[config.mk]
export PLATFORM = sky130hd
export DESIGN_NAME = bvsp_voice_port
export DESIGN_NICKNAME = d
export VERILOG_FILES = /design/src/rtl/bvsp_slot_mem.v /design/src/rtl/bvsp_voice_port.v
export VERILOG_INCLUDE_DIRS = /design/src /design/src/rtl
export SDC_FILE = /design/constraint.sdc
export NUM_CORES = 1
export LEC_CHECK = 0
export BUFFER_PORTS_ARGS = -buffer_cell sky130_fd_sc_hd__buf_2
export CAP_MARGIN = 20
export CORE_ASPECT_RATIO = 1.5
export CORE_MARGIN = 5
export CORE_UTILIZATION = 35
export CTS_CLUSTER_SIZE = 20
export DETAILED_ROUTE_END_ITERATION = 8
export SLEW_MARGIN = 20
export SYNTH_ARGS = -nofsm -noshare
export SYNTH_HDL_FRONTEND = slang
export SYNTH_SLANG_ARGS = --single-unit
[constraint.sdc]
create_clock -name sys_clk -period 4.3 [get_ports sys_clk]
set_clock_uncertainty 0.2 [all_clocks]
set_input_delay 0.645 -clock sys_clk [delete_from_list [all_inputs] [get_ports sys_clk]]
set_output_delay 0.645 -clock sys_clk [all_outputs]
set_load 0.05 [all_outputs]
[src/rtl/bvsp_defs.vh]
// constants of the time-slotted voice serial port
`ifndef BVSP_DEFS_VH
`define BVSP_DEFS_VH

// port modes
`define BVSP_MODE_NB 2'h0
`define BVSP_MODE_WIDE 2'h1
`define BVSP_MODE_SUBBAND 2'h2
`define BVSP_MODE_BTFM 2'h3

// fill of the three spare narrowband bits
`define BVSP_FILL_ZERO 2'h0
`define BVSP_FILL_ONE 2'h1
`define BVSP_FILL_SIGN 2'h2
`define BVSP_FILL_PROG 2'h3

// frame geometry
`define BVSP_WORD_BITS 16
`define BVSP_MAX_RATE_SEL 3'h4
`define BVSP_BTFM_LAST 8'h2F
`define BVSP_LONG_SYNC_BITS 8'h03
`define BVSP_REP_8K 3'h5
`define BVSP_REP_16K 3'h2

// bit clock high/low least times, and the system clock period
`define BVSP_SYS_CLK_PS 5000
`define BVSP_NORM_HALF_PS 41000
`define BVSP_BURST_HALF_PS 20800
`define BVSP_NORM_HALF_CYC \
  ((`BVSP_NORM_HALF_PS + `BVSP_SYS_CLK_PS - 1) / `BVSP_SYS_CLK_PS)
`define BVSP_BURST_HALF_CYC \
  ((`BVSP_BURST_HALF_PS + `BVSP_SYS_CLK_PS - 1) / `BVSP_SYS_CLK_PS)

// shadow configuration word: field lsb positions
`define BVSP_CFG_W 41
`define BVSP_CF_MASTER 40
`define BVSP_CF_LONG 39
`define BVSP_CF_RATE 36
`define BVSP_CF_FS16 35
`define BVSP_CF_MODE 33
`define BVSP_CF_BURST 32
`define BVSP_CF_DIV 22
`define BVSP_CF_CHEN 19
`define BVSP_CF_S0 15
`define BVSP_CF_S1 11
`define BVSP_CF_S2 7
`define BVSP_CF_RJ 6
`define BVSP_CF_LSBF 5
`define BVSP_CF_FILL 3
`define BVSP_CF_FVAL 0
// slave, short sync, one slot, narrowband, left, msb first
`define BVSP_CFG_RST 41'h000C3080000

`endif

[src/rtl/bvsp_slot_mem.v]
// sixteen-word transmit sample store, one word per slot
`timescale 1ns/1ps
module bvsp_slot_mem (
  // clock
  input wire sys_clk,
  // write side
  input wire wr_en,
  input wire [3:0] wr_addr,
  input wire [15:0] wr_data,
  // read side
  input wire [3:0] rd_addr,
  output reg [15:0] rd_data
);

  reg [15:0] mem [0:15];

  always @(posedge sys_clk) begin
    if (wr_en) begin
      mem[wr_addr] <= wr_data;
    end
    rd_data <= mem[rd_addr];
  end

endmodule // bvsp_slot_mem

[src/rtl/bvsp_voice_port.v]
// time-slotted voice serial port engine, master or slave
//
// Operation
// - two ports exist; each instance yields its shared pins to I2S.
// - master drives bit clock and sync; slave takes both as inputs.
// - host configuration arrives as ports, taken while the port halts.
// - up to three full-duplex channels share one port by slots.
// - a frame holds at most sixteen slots at 8 or 16 kHz.
// - outside combined mode, slot count per frame follows the selected port rate.
// - a channel's transmit and receive use the same slot.
// - serial out is released during unused slots.
// - serial out releases after falling edge in slot's last bit.
// - short sync: one bit wide high pulse, launched on rising edge.
// - slave samples short sync on falling edge; slot 0 follows.
// - long sync: three bits high, starting with slot zero bit.
// - narrowband uses 13 of 16 bits, position and order selectable.
// - spare bits ignored in; sent as zeros, ones, sign or value.
// - reset format: 13-bit, left justified, msb first.
// - wideband transparent carries raw 16-bit words.
// - subband codec mode carries linear 16-bit samples.
// - combined mode: three 16-bit channels, BT, FM left, FM right.
// - combined mode repeats BT sample six or three times.
// - several BT streams in combined mode need port master.
// - mode changes only after halt and restart.
// - burst mode permits bit clock up to 20 MHz (five-cycle half period).
`timescale 1ns/1ps
`include "bvsp_defs.vh"
module bvsp_voice_port (
  // clock and reset
  input wire sys_clk,
  input wire sys_rst,
  // control
  input wire run_en,
  input wire i2s_own,
  // configuration, taken while halted
  input wire cfg_master,
  input wire cfg_long_sync,
  input wire [2:0] cfg_rate_sel,
  input wire cfg_fs16,
  input wire [1:0] cfg_mode,
  input wire cfg_burst,
  input wire [9:0] cfg_half_div,
  input wire [2:0] cfg_ch_en,
  input wire [3:0] cfg_ch0_slot,
  input wire [3:0] cfg_ch1_slot,
  input wire [3:0] cfg_ch2_slot,
  input wire cfg_right_just,
  input wire cfg_lsb_first,
  input wire [1:0] cfg_fill_sel,
  input wire [2:0] cfg_fill_val,
  // transmit samples
  input wire tx_wr,
  input wire [3:0] tx_wr_slot,
  input wire [15:0] tx_wr_data,
  // receive samples
  output reg rx_valid,
  output reg [3:0] rx_slot,
  output reg [15:0] rx_data,
  // status
  output wire port_running,
  output reg frame_start,
  output wire cfg_error,
  // bit clock pin
  input wire bclk_i,
  output wire bclk_o,
  output wire bclk_oe,
  // frame sync pin
  input wire sync_i,
  output reg sync_o,
  output wire sync_oe,
  // serial data pins
  input wire sdin_i,
  output reg sdout_o,
  output reg sdout_oe
);

  localparam ST_IDLE = 3'b001;
  localparam ST_HUNT = 3'b010;
  localparam ST_RUN = 3'b100;

  localparam integer NORM_HALF_I = `BVSP_NORM_HALF_CYC;
  localparam integer BURST_HALF_I = `BVSP_BURST_HALF_CYC;
  localparam [9:0] NORM_HALF = NORM_HALF_I[9:0];
  localparam [9:0] BURST_HALF = BURST_HALF_I[9:0];

  function [15:0] bit_rev;
    input [15:0] v;
    integer i;
    begin
      for (i = 0; i < 16; i = i + 1) begin
        bit_rev[i] = v[15 - i];
      end
    end
  endfunction

  function [15:0] fmt_tx;
    input [15:0] s;
    input [1:0] mode;
    input rj;
    input lsbf;
    input [1:0] fsel;
    input [2:0] fval;
    reg [2:0] fill;
    reg [15:0] w;
    begin
      fill = 3'h0;
      w = s;
      if (mode == `BVSP_MODE_NB) begin
        case (fsel)
          `BVSP_FILL_ONE: fill = 3'h7;
          `BVSP_FILL_SIGN: fill = {3{s[12]}};
          `BVSP_FILL_PROG: fill = fval;
          default: fill = 3'h0;
        endcase
        w = rj ? {fill, s[12:0]} : {s[12:0], fill};
      end
      fmt_tx = lsbf ? bit_rev(w) : w;
    end
  endfunction

  function [15:0] fmt_rx;
    input [15:0] w;
    input [1:0] mode;
    input rj;
    input lsbf;
    reg [15:0] v;
    reg [12:0] t;
    begin
      v = lsbf ? bit_rev(w) : w;
      t = rj ? v[12:0] : v[15:3];
      // spare bits dropped, sample sign extended
      fmt_rx = (mode == `BVSP_MODE_NB) ? {{3{t[12]}}, t} : v;
    end
  endfunction

  // configuration shadow
  reg [`BVSP_CFG_W-1:0] cfg_q;
  reg [2:0] st_q;
  wire [`BVSP_CFG_W-1:0] cfg_d;
  assign cfg_d = {cfg_master, cfg_long_sync, cfg_rate_sel, cfg_fs16,
                  cfg_mode, cfg_burst, cfg_half_div, cfg_ch_en,
                  cfg_ch0_slot, cfg_ch1_slot, cfg_ch2_slot,
                  cfg_right_just, cfg_lsb_first, cfg_fill_sel,
                  cfg_fill_val};

  always @(posedge sys_clk) begin
    if (sys_rst) begin
      cfg_q <= `BVSP_CFG_RST;
    end else if (st_q == ST_IDLE) begin
      cfg_q <= cfg_d;
    end
  end

  wire c_master = cfg_q[`BVSP_CF_MASTER];
  wire c_long = cfg_q[`BVSP_CF_LONG];
  wire [2:0] c_rate = cfg_q[`BVSP_CF_RATE+2:`BVSP_CF_RATE];
  wire c_fs16 = cfg_q[`BVSP_CF_FS16];
  wire [1:0] c_mode = cfg_q[`BVSP_CF_MODE+1:`BVSP_CF_MODE];
  wire c_burst = cfg_q[`BVSP_CF_BURST];
  wire [9:0] c_div = cfg_q[`BVSP_CF_DIV+9:`BVSP_CF_DIV];
  wire [2:0] c_chen = cfg_q[`BVSP_CF_CHEN+2:`BVSP_CF_CHEN];
  wire [3:0] c_s0 = cfg_q[`BVSP_CF_S0+3:`BVSP_CF_S0];
  wire [3:0] c_s1 = cfg_q[`BVSP_CF_S1+3:`BVSP_CF_S1];
  wire [3:0] c_s2 = cfg_q[`BVSP_CF_S2+3:`BVSP_CF_S2];
  wire c_rj = cfg_q[`BVSP_CF_RJ];
  wire c_lsbf = cfg_q[`BVSP_CF_LSBF];
  wire [1:0] c_fill = cfg_q[`BVSP_CF_FILL+1:`BVSP_CF_FILL];
  wire [2:0] c_fval = cfg_q[`BVSP_CF_FVAL+2:`BVSP_CF_FVAL];
  wire c_btfm = (c_mode == `BVSP_MODE_BTFM);

  // a slave in combined mode carries only the first BT stream
  wire fm_slave_multi = c_btfm && !c_master && (|c_chen[2:1]);
  wire rate_bad = (c_rate > `BVSP_MAX_RATE_SEL);
  assign cfg_error = fm_slave_multi || rate_bad;
  wire [2:0] ch_en = fm_slave_multi ? {2'h0, c_chen[0]} : c_chen;
  wire [2:0] rate = rate_bad ? `BVSP_MAX_RATE_SEL : c_rate;

  // last bit index of the frame
  wire [8:0] frame_bits = 9'h010 << rate;
  wire [7:0] last_idx = c_btfm ? `BVSP_BTFM_LAST :
                        frame_bits[7:0] - 8'h01;

  function slot_used;
    input [3:0] sl;
    input fm;
    input [2:0] en;
    input [3:0] a;
    input [3:0] b;
    input [3:0] c;
    begin
      if (fm) begin
        slot_used = (sl == 4'h0) ? en[0] : (sl < 4'h3);
      end else begin
        slot_used = (en[0] && sl == a) || (en[1] && sl == b) ||
                    (en[2] && sl == c);
      end
    end
  endfunction

  // pin synchronisers
  reg bclk_s1_q, bclk_s2_q, sync_s1_q, sync_s2_q, sdin_s1_q, sdin_s2_q;
  always @(posedge sys_clk) begin
    bclk_s1_q <= bclk_i;
    bclk_s2_q <= bclk_s1_q;
    sync_s1_q <= sync_i;
    sync_s2_q <= sync_s1_q;
    sdin_s1_q <= sdin_i;
    sdin_s2_q <= sdin_s1_q;
  end

  // master bit clock divider
  wire [9:0] half_min = c_burst ? BURST_HALF : NORM_HALF;
  wire [9:0] half = (c_div < half_min) ? half_min : c_div;
  reg [9:0] hc_q;
  reg bclk_q;
  wire drive_link = c_master && !i2s_own && st_q != ST_IDLE;
  always @(posedge sys_clk) begin
    if (sys_rst || !drive_link) begin
      hc_q <= 10'h000;
      bclk_q <= 1'b0;
    end else if (hc_q >= half - 10'h001) begin
      hc_q <= 10'h000;
      bclk_q <= !bclk_q;
    end else begin
      hc_q <= hc_q + 10'h001;
    end
  end

  assign bclk_o = bclk_q;
  assign bclk_oe = drive_link;
  assign sync_oe = drive_link;
  assign port_running = (st_q == ST_RUN);

  // edges of the bit clock in use
  reg bc_prev_q;
  wire bc = c_master ? bclk_q : bclk_s2_q;
  wire rise = bc && !bc_prev_q;
  wire fall = !bc && bc_prev_q;
  always @(posedge sys_clk) begin
    if (sys_rst) begin
      bc_prev_q <= 1'b0;
    end else begin
      bc_prev_q <= bc;
    end
  end

  // frame position
  reg [7:0] idx_q;
  reg pend_q;
  reg sync_prev_q;
  reg [2:0] rep_q;
  reg [15:0] tsh_q;
  reg [15:0] rsh_q;
  reg [15:0] bt_hold_q;
  reg [3:0] rd_addr_q;
  wire [15:0] mem_rd;

  wire short_hit = !c_master && !c_long && sync_s2_q;
  wire long_hit = !c_master && c_long && sync_s2_q && !sync_prev_q;
  wire [7:0] idx_inc = (idx_q == last_idx) ? 8'h00 : idx_q + 8'h01;
  wire [7:0] nidx = pend_q ? 8'h00 : idx_inc;
  wire n_used = slot_used(nidx[7:4], c_btfm, ch_en, c_s0, c_s1, c_s2);
  wire c_used = slot_used(idx_q[7:4], c_btfm, ch_en, c_s0, c_s1, c_s2);
  wire bt_repeat = c_btfm && (rep_q != 3'h0);
  wire [2:0] rep_last = c_fs16 ? `BVSP_REP_16K : `BVSP_REP_8K;
  wire [15:0] tx_word = (bt_repeat && nidx[7:4] == 4'h0) ? bt_hold_q :
                        mem_rd;
  wire [15:0] tx_fmt = fmt_tx(tx_word, c_mode, c_rj, c_lsbf, c_fill, c_fval);
  wire [15:0] rx_word = {rsh_q[14:0], sdin_s2_q};

  // run state
  always @(posedge sys_clk) begin
    if (sys_rst) begin
      st_q <= ST_IDLE;
    end else begin
      case (st_q)
        ST_IDLE: begin
          if (run_en && !i2s_own) begin
            st_q <= cfg_master ? ST_RUN : ST_HUNT;
          end
        end
        ST_HUNT: begin
          if (!run_en || i2s_own) begin
            st_q <= ST_IDLE;
          end else if (fall && (short_hit || long_hit)) begin
            st_q <= ST_RUN;
          end
        end
        ST_RUN: begin
          if (!run_en || i2s_own) begin
            st_q <= ST_IDLE;
          end
        end
        default: st_q <= ST_IDLE;
      endcase
    end
  end

  // link side datapath
  always @(posedge sys_clk) begin
    if (sys_rst || st_q == ST_IDLE) begin
      idx_q <= last_idx;
      pend_q <= c_master;
      sync_prev_q <= 1'b0;
      rep_q <= 3'h0;
      tsh_q <= 16'h0000;
      rsh_q <= 16'h0000;
      bt_hold_q <= 16'h0000;
      rd_addr_q <= 4'h0;
      sync_o <= 1'b0;
      sdout_o <= 1'b0;
      sdout_oe <= 1'b0;
      rx_valid <= 1'b0;
      rx_slot <= 4'h0;
      rx_data <= 16'h0000;
      frame_start <= 1'b0;
    end else begin
      rx_valid <= 1'b0;
      frame_start <= 1'b0;
      if (rise && st_q == ST_RUN) begin
        idx_q <= nidx;
        pend_q <= 1'b0;
        // short sync leads slot zero by one bit
        if (c_long) begin
          sync_o <= (nidx < `BVSP_LONG_SYNC_BITS);
        end else begin
          sync_o <= (nidx == last_idx);
        end
        if (nidx == 8'h00) begin
          frame_start <= 1'b1;
          rep_q <= (!c_btfm || rep_q == rep_last) ? 3'h0 :
                   rep_q + 3'h1;
        end
        if (!n_used) begin
          sdout_oe <= 1'b0;
        end else if (nidx[3:0] == 4'h0) begin
          tsh_q <= tx_fmt;
          sdout_o <= tx_fmt[15];
          sdout_oe <= !i2s_own;
          if (c_btfm && nidx[7:4] == 4'h0 && !bt_repeat) begin
            bt_hold_q <= mem_rd;
          end
        end else begin
          tsh_q <= {tsh_q[14:0], 1'b0};
          sdout_o <= tsh_q[14];
        end
      end else if (fall) begin
        sync_prev_q <= sync_s2_q;
        if (short_hit) begin
          pend_q <= 1'b1;
        end
        if (long_hit) begin
          // this bit is slot zero's first; the next rise moves on
          idx_q <= 8'h00;
        end
        // fetch ahead for the next slot; data held at least 5 cycles
        rd_addr_q <= short_hit ? 4'h0 : idx_inc[7:4];
        if (st_q == ST_RUN && c_used) begin
          rsh_q <= rx_word;
          if (idx_q[3:0] == 4'hF) begin
            sdout_oe <= 1'b0;
            if (!(bt_repeat && idx_q[7:4] == 4'h0)) begin
              rx_valid <= 1'b1;
              rx_slot <= idx_q[7:4];
              rx_data <= fmt_rx(rx_word, c_mode, c_rj, c_lsbf);
            end
          end
        end
      end
    end
  end

  bvsp_slot_mem u_mem (
    .sys_clk(sys_clk),
    .wr_en(tx_wr),
    .wr_addr(tx_wr_slot),
    .wr_data(tx_wr_data),
    .rd_addr(rd_addr_q),
    .rd_data(mem_rd)
  );

endmodule // bvsp_voice_port

==> Word-level counts from Yosys, hierarchy flattened <==
Memory sizes are Yosys's and may differ from the RTL's. A register that Yosys moved wholly into a read port is not among the register bits.
Index checks and enable logic that the tools add are counted.
{ "totals": {"reg_bits": 150, "latch_bits": 0, "ramBits": 256, "rom_bits": 0, "input_bits": 69, "out_inout_bits": 30, "wordCells": 189, "memories": 1} }
{ "op_classes": {"addsub": 5, "multipliers": 0, "n_div": 0, "order_cmp": 6, "eq_ne": 22, "n_shift": 1, "muxes": 50, "n_bitwise": 5, "n_reduce_logical": 73} }
{ "mem_list": {"columns": ["memory", "depth", "width", "read_ports", "rd_ports_with_merged_regs", "write_ports", "line_no", "rtl"], "rows": [
  ["u_mem.mem", 16, 16, 1, 1, 1, "bvsp_slot_mem.v:15", "reg [15:0] mem [0:15];"]
]} }
{ "ops": {"columns": ["operator", "count"], "rows": [
  ["$mux 16", 6],
  ["$mux 8", 7],
  ["$mux 3", 9],
  ["$logic_and 1x1->1", 26],
  ["$eq 4x4->1", 6],
  ["$mux 1", 21],
  ["$pmux 3 s3", 2],
  ["$eq 8x8->1", 2],
  ["$mux 15", 1],
  ["$mux 13", 1],
  ["$logic_not 4->1", 3],
  ["$reduce_bool 3->1", 4],
  ["$logic_not 1->1", 11],
  ["$add 10x1->10 const B", 1],
  ["$ge 10x10->1", 1],
  ["$logic_or 1x1->1", 10],
  ["$lt 10x4->1", 1],
  ["$mux 10", 1],
  ["$reduce_and 2->1", 5],
  ["$sub 10x1->10 const B", 1],
  ["$add 8x1->8 const B", 1],
  ["$logic_not 8->1", 1],
  ["$lt 4x2->1 const B", 2],
  ["$lt 8x2->1 const B", 1],
  ["other kinds (25)", 38]
]} }

==> Longest topological paths before layout <==
{ "logic_depth": {"word_depth": 16, "mapped_depth": 18, "mapped_depth_nobuf": 17} }

==> Modules after synthesis <==
Synthesis repeated with hierarchy kept, for this count alone.
{ "hier_totals": {"hier_cells": 1423, "area_unflattened_um2": 18238.7} }
{ "by_module_without_submodules": {"columns": ["module", "n_inst", "cells_each", "area_each_um2", "seq_area_each_um2"], "rows": [
  ["bvsp_slot_mem", 1, 432, 10042.1, 8007.7],
  ["bvsp_voice_port", 1, 991, 8196.6, 3093.0]
]} }

==> Worst setup path before layout <==
OpenSTA, ideal clock, no wires.
{ "synth_path": {"path_kind": "register to register", "startpoint": "register cfg_q[26]", "endpoint": "register hc_q[2]", "setup_time_ns": 0.065, "arrival_ns": 3.213, "required_ns": 4.035, "slack_ns": 0.822, "stages_incl_launch_ff": 16, "n_path_buf": 1, "period_less_slack_ns": 3.478, "path_cell_list": "dfxtp_1 > or4_1 > nor2_1 > nand3_1 > nand2_1 > ha_1 > ha_1 > a21o_1 > a21o_1 > a21o_1 > a21o_1 > a21oi_1 > o31ai_1 > or3_1 > clkbuf_1 > nor2_1"} }
{ "synth_via": {"elab_chain_cells": 5} }
{ "synth_rtl": {"columns": ["item", "line_no", "rtl"], "rows": [
  ["from (decl)", "bvsp_voice_port.v:137", "reg [`BVSP_CFG_W-1:0] cfg_q;"],
  ["from (signal assigned)", "bvsp_voice_port.v:148", "cfg_q <= `BVSP_CFG_RST;"],
  ["from (signal assigned)", "bvsp_voice_port.v:150", "cfg_q <= cfg_d;"],
  ["$lt 10x4->1", "bvsp_voice_port.v:213", "wire [9:0] half = (c_div < half_min) ? half_min : c_div;"],
  ["$mux 10 (*)", "bvsp_voice_port.v:213", null],
  ["$sub 10x1->10 (*)", "bvsp_voice_port.v:221", "end else if (hc_q >= half - 10'h001) begin"],
  ["$ge 10x10->1 (*)", "bvsp_voice_port.v:221", null],
  ["$reduce_or 2->1 (no source line) (*)", null, null],
  ["to (signal assigned)", "bvsp_voice_port.v:225", "hc_q <= hc_q + 10'h001;"],
  ["to (decl)", "bvsp_voice_port.v:214", "reg [9:0] hc_q;"]
]} }
Every way passes the cells marked *; elsewhere a longest branch is shown, timed or not.
A chain may end at the register's enable or synchronous reset.

==> Worst setup path in the final report <==
{ "layout_path": {"startpoint": "register idx_q[0]", "endpoint": "register sdout_o"} }
{ "layout_via": {"elab_chain_cells": 11, "elab_cells_between_ends": 25, "classes_between": "add/sub: 1; order compare: 1; eq/ne: 4; mux: 10; reduce/logical: 9"} }
{ "layout_rtl": {"columns": ["item", "line_no", "rtl"], "rows": [
  ["from (decl)", "bvsp_voice_port.v:248", "reg [7:0] idx_q;"],
  ["from (signal assigned)", "bvsp_voice_port.v:302", "idx_q <= last_idx;"],
  ["from (signal assigned)", "bvsp_voice_port.v:321", "idx_q <= nidx;"],
  ["$add 8x1->8 or $eq 8x8->1 (tied branches)", "bvsp_voice_port.v:260", "wire [7:0] idx_inc = (idx_q == last_idx) ? 8'h00 : idx_q + 8'h01;"],
  ["$mux 8 (*)", "bvsp_voice_port.v:260", null],
  ["$mux 8 (*)", "bvsp_voice_port.v:261", "wire [7:0] nidx = pend_q ? 8'h00 : idx_inc;"],
  ["$logic_not 4->1", "bvsp_voice_port.v:192, bvsp_voice_port.v:266", null],
  ["$logic_and 1x1->1", "bvsp_voice_port.v:266", "wire [15:0] tx_word = (bt_repeat && nidx[7:4] == 4'h0) ? bt_hold_q :"],
  ["$mux 16", "bvsp_voice_port.v:266", null],
  ["$pmux 3 s3", "bvsp_voice_port.v:109", "case (fsel)"],
  ["$mux 16", "bvsp_voice_port.v:115", "w = rj ? {fill, s[12:0]} : {s[12:0], fill};"],
  ["$mux 16", "bvsp_voice_port.v:108", "if (mode == `BVSP_MODE_NB) begin"],
  ["$mux 16", "bvsp_voice_port.v:117", "fmt_tx = lsbf ? bit_rev(w) : w;"],
  ["$mux 1", "bvsp_voice_port.v:336", "end else if (nidx[3:0] == 4'h0) begin"],
  ["to (signal assigned)", "bvsp_voice_port.v:338", "sdout_o <= tx_fmt[15];"],
  ["to (signal assigned)", "bvsp_voice_port.v:345", "sdout_o <= tsh_q[14];"],
  ["to (decl)", "bvsp_voice_port.v:73", "output reg sdout_o,"]
]} }
Marks and branches as above.

==> impl_metrics.ini <==
[floorplan]
placementRows = 102
die_h_microns = 290
die_w_microns = 196
coreArea_sq_mm = 0.0517
ioPinCount = 99
initial_core_util_pct = 35.3
die_area_sq_mm = 0.0569

[routing]
routedWlPerCell_microns = 20.7
drt-total-wl_microns = 45700
drt-initial-drc-count = 650
drtPass1Iterations = 6
drc = 0
ant_nets = 0
vias = 11900
via_per_inst = 5.37

[synthesis]
ys_seq_area_share_pct = 60.9
synth_edf_count = 265
synthFlopType = edfxtp_1
synth_cell_types = 77
syn_area_per_cell_sq_um = 13.1
syn_nets = 1482
syn-cell-area_sq_mm = 0.0182
syn_inst = 1396
async_flop_share_pct = 0
yosysTopAreaCell = edfxtp_1
synth_top_area_share_pct = 43.6
ys_top_cells_by_area = edfxtp_1, dfxtp_1, mux4_2, mux2i_1, nor2_1
synth_seq_cells = 422
yosys_warnings = 0

[clock_network]
ctsRootBufferMaster = clkbuf_16
clk_path_buf_depth = 3
cts_resized = 0
cts_setup_buffers = 0
cts_tree = yes
cts_sinks = 422
clk_latency_ps = 560
clk_pin_slew_ps = 60
cts_made_buffers = 43
htreeDepth = 2

[sta]
setup_violations = 0
worst_slew_pin_slew_ps = 1050
slew_headroom_pct = 30.3
rsz0062_at_grt = no
whs_ps = 26.4
hold_viol_final = 0
min_period_ps = 3850
finalCritPeriodShare_pct = 89.6
fin_ws_ps = 448
fmax_mhz = 260
final-max-slew-violation-count = 0
tns_ps = 0

[placed_design]
numPortBuffers = 98
gp_congestion = 0.909
hpwl_microns = 29800
place_ws_ps = 514

[critical_path]
cp_cell_sequence = ha_1 -> and3_1 -> mux2_2 -> a21o_1 -> a211oi_4 -> o211ai_1 -> a32oi_1 -> o2111ai_1 -> a22oi_1 -> o21ai_1
slowest_delay_ps = 550
crit_type = reg -> reg
worst_path_max_delay_cell = a211oi_4
required_ps = 4540
cp_max_fo = 12
worstSetupStartpointType = flip-flop
crit_arrival_ps = 4100
setup.worst_path.end_class = flip-flop

[cells_and_area]
drive_above_1_share_pct = 21.6
fin_nets = 1582
seqCellArea_sq_mm = 0.0111
fill_cells = 4835
multi_input_area_sq_mm = 0.00677
syn2layout_area_growth_pct = 15.4

[power_and_ir_drop]
switchingPower_w = 0.00223
p_per_area_mw_per_mm2 = 435
internal-power_w = 0.00692
p_total_w = 0.00916
vdd_drop_max_uv = 306
p_clk_share_pct = 41.7
p_leak_nw = 7.29
seqPwrFrac_pct = 49.1
swShare_pct = 24.4
combPwrFrac_pct = 9.2

[global_route]
antenna_found_initial = 3
grt_pass1_wl_microns = 71000
grtUsageTotal_pct = 15.9
overflow = 0
grt_max_degree = 79
grt_pass1_vias = 12300

[worst_hold_path]
hp-class = in -> reg

[outcome]
outcome = complete, no violations

[flow_run]
cap_violations = 0
flip-flops by register name, summed over array words and instances (netlist names), 4 cells and up:
name	flops
u_mem.mem	256
cfg_q	41
bt_hold_q	16
rx_data	16
u_mem.rd_data	16
rsh_q	15
tsh_q	15
hc_q	10
idx_q	8
rd_addr_q	4
rx_slot	4
placed cells by master, fill, tap and decap left out, types with 43 or more instances in the layout:
| master | count |
|---|---|
| a21oi_1 | 75 |
| mux4_2 | 89 |
| mux2i_1 | 57 |
| nor2_1 | 147 |
| nand2_1 | 145 |
| buf_2 | 98 |
| nand3_1 | 48 |
| clkbuf_16 | 43 |
| dfxtp_1 | 154 |
| edfxtp_1 | 265 |
worst paths after layout:
check            start   endpoint  slack [ps]  cells past startpoint
min             bclk_i  bclk_s1_q          30                      1
max           idx_q[0]    sdout_o         450                     10
min reg2reg  sdin_s1_q  sdin_s2_q         130                      0
max reg2reg   idx_q[0]    sdout_o         450                     10
critical path: cells and delay by family, from the launching register on:
family	cells	cell delay, ps
AOI/OAI and AO/OA	7	2190
adders and majority gates	1	230
DFF	1	440
muxes	1	390
and+or+nand+nor	1	310
stage by stage:
| step | utilization [%] | area [sq um] | cells |
|---|---|---|---|
| CTS | 40.7 | 21000 | 2207 |
| global route | 40.7 | 21100 | 2207 |
| global placement | 37.9 | 19600 | 2125 |
| detailed placement | 37.9 | 19600 | 2125 |
| finish | 40.7 | 21100 | 2209 |
| floorplan | - | 18200 | 1396 |
power by group through the flow:
stage          combinational, W  sequential (W)  clock (W)
2_1_floorplan          0.000601         0.00453          0
3_3_place_gp           0.000813         0.00458          0
3_5_place_dp           0.000833         0.00458          0
4_1_cts                0.000837         0.00449    0.00394
5_1_grt                0.000926         0.00450    0.00409
6_report               0.000840         0.00450    0.00382
cells in the mapped netlist, types with 4 or more instances:
master	n
a21o_1	9
a32oi_1	9
ha_1	17
o21ai_0	27
buf_4	5
or3_1	7
nand3b_1	11
dfxtp_1	157
o31ai_1	7
mux2i_1	57
mux4_2	89
nor2b_1	6
nor4_1	11
nor2_1	148
and3_1	9
nand2b_1	9
buf_1	12
a31oi_1	8
nor3_1	21
a22oi_1	5
o211ai_1	5
inv_1	13
edfxtp_1	265
a211oi_1	14
nand4_1	7
o21ai_1	13
a221oi_1	6
a31o_2	4
o2111ai_1	5
xor2_1	20
nand2_1	145
buf_2	11
xnor2_1	20
a21oi_1	75
nand3_1	48
clkbuf_1	55
logic make-up after synthesis:
logic type / after synthesis / synth area share [%]
fa+ha+maj: 17 / 1.17
compound gates: 224 / 8.25
mux: 149 / 14.3
buf+inv: 99 / 2.26
xor+xnor: 41 / 2.04
flops: 422 / 60.9
simple gates: 444 / 11.1
metal layers:
metal	track usage [%]	vias to the layer above	part of all wire, %
met4	6.53	2	4.2
met1	18.7	5905	38
met3	2.59	111	5.2
met5	0	-	0.015
li1	-	5498	-
met2	28.8	353	52
area by class of cell:
class,instances,share of cell area (%)
sequential,422,52.7
clock buffer,50,5.38
clock inverter,30,1.56
tap,676,4.02
timing repair buffer,139,3.87
multi-input combinational,875,32.1
inverter,15,0.267
antenna,2,0.0238
timing repair:
item                                    CTS  global route
hold endpoints to repair                  2             0
endpoints found under the setup margin    0             0
hold buffers                              2             0
Power figures use the tool's default switching activity.
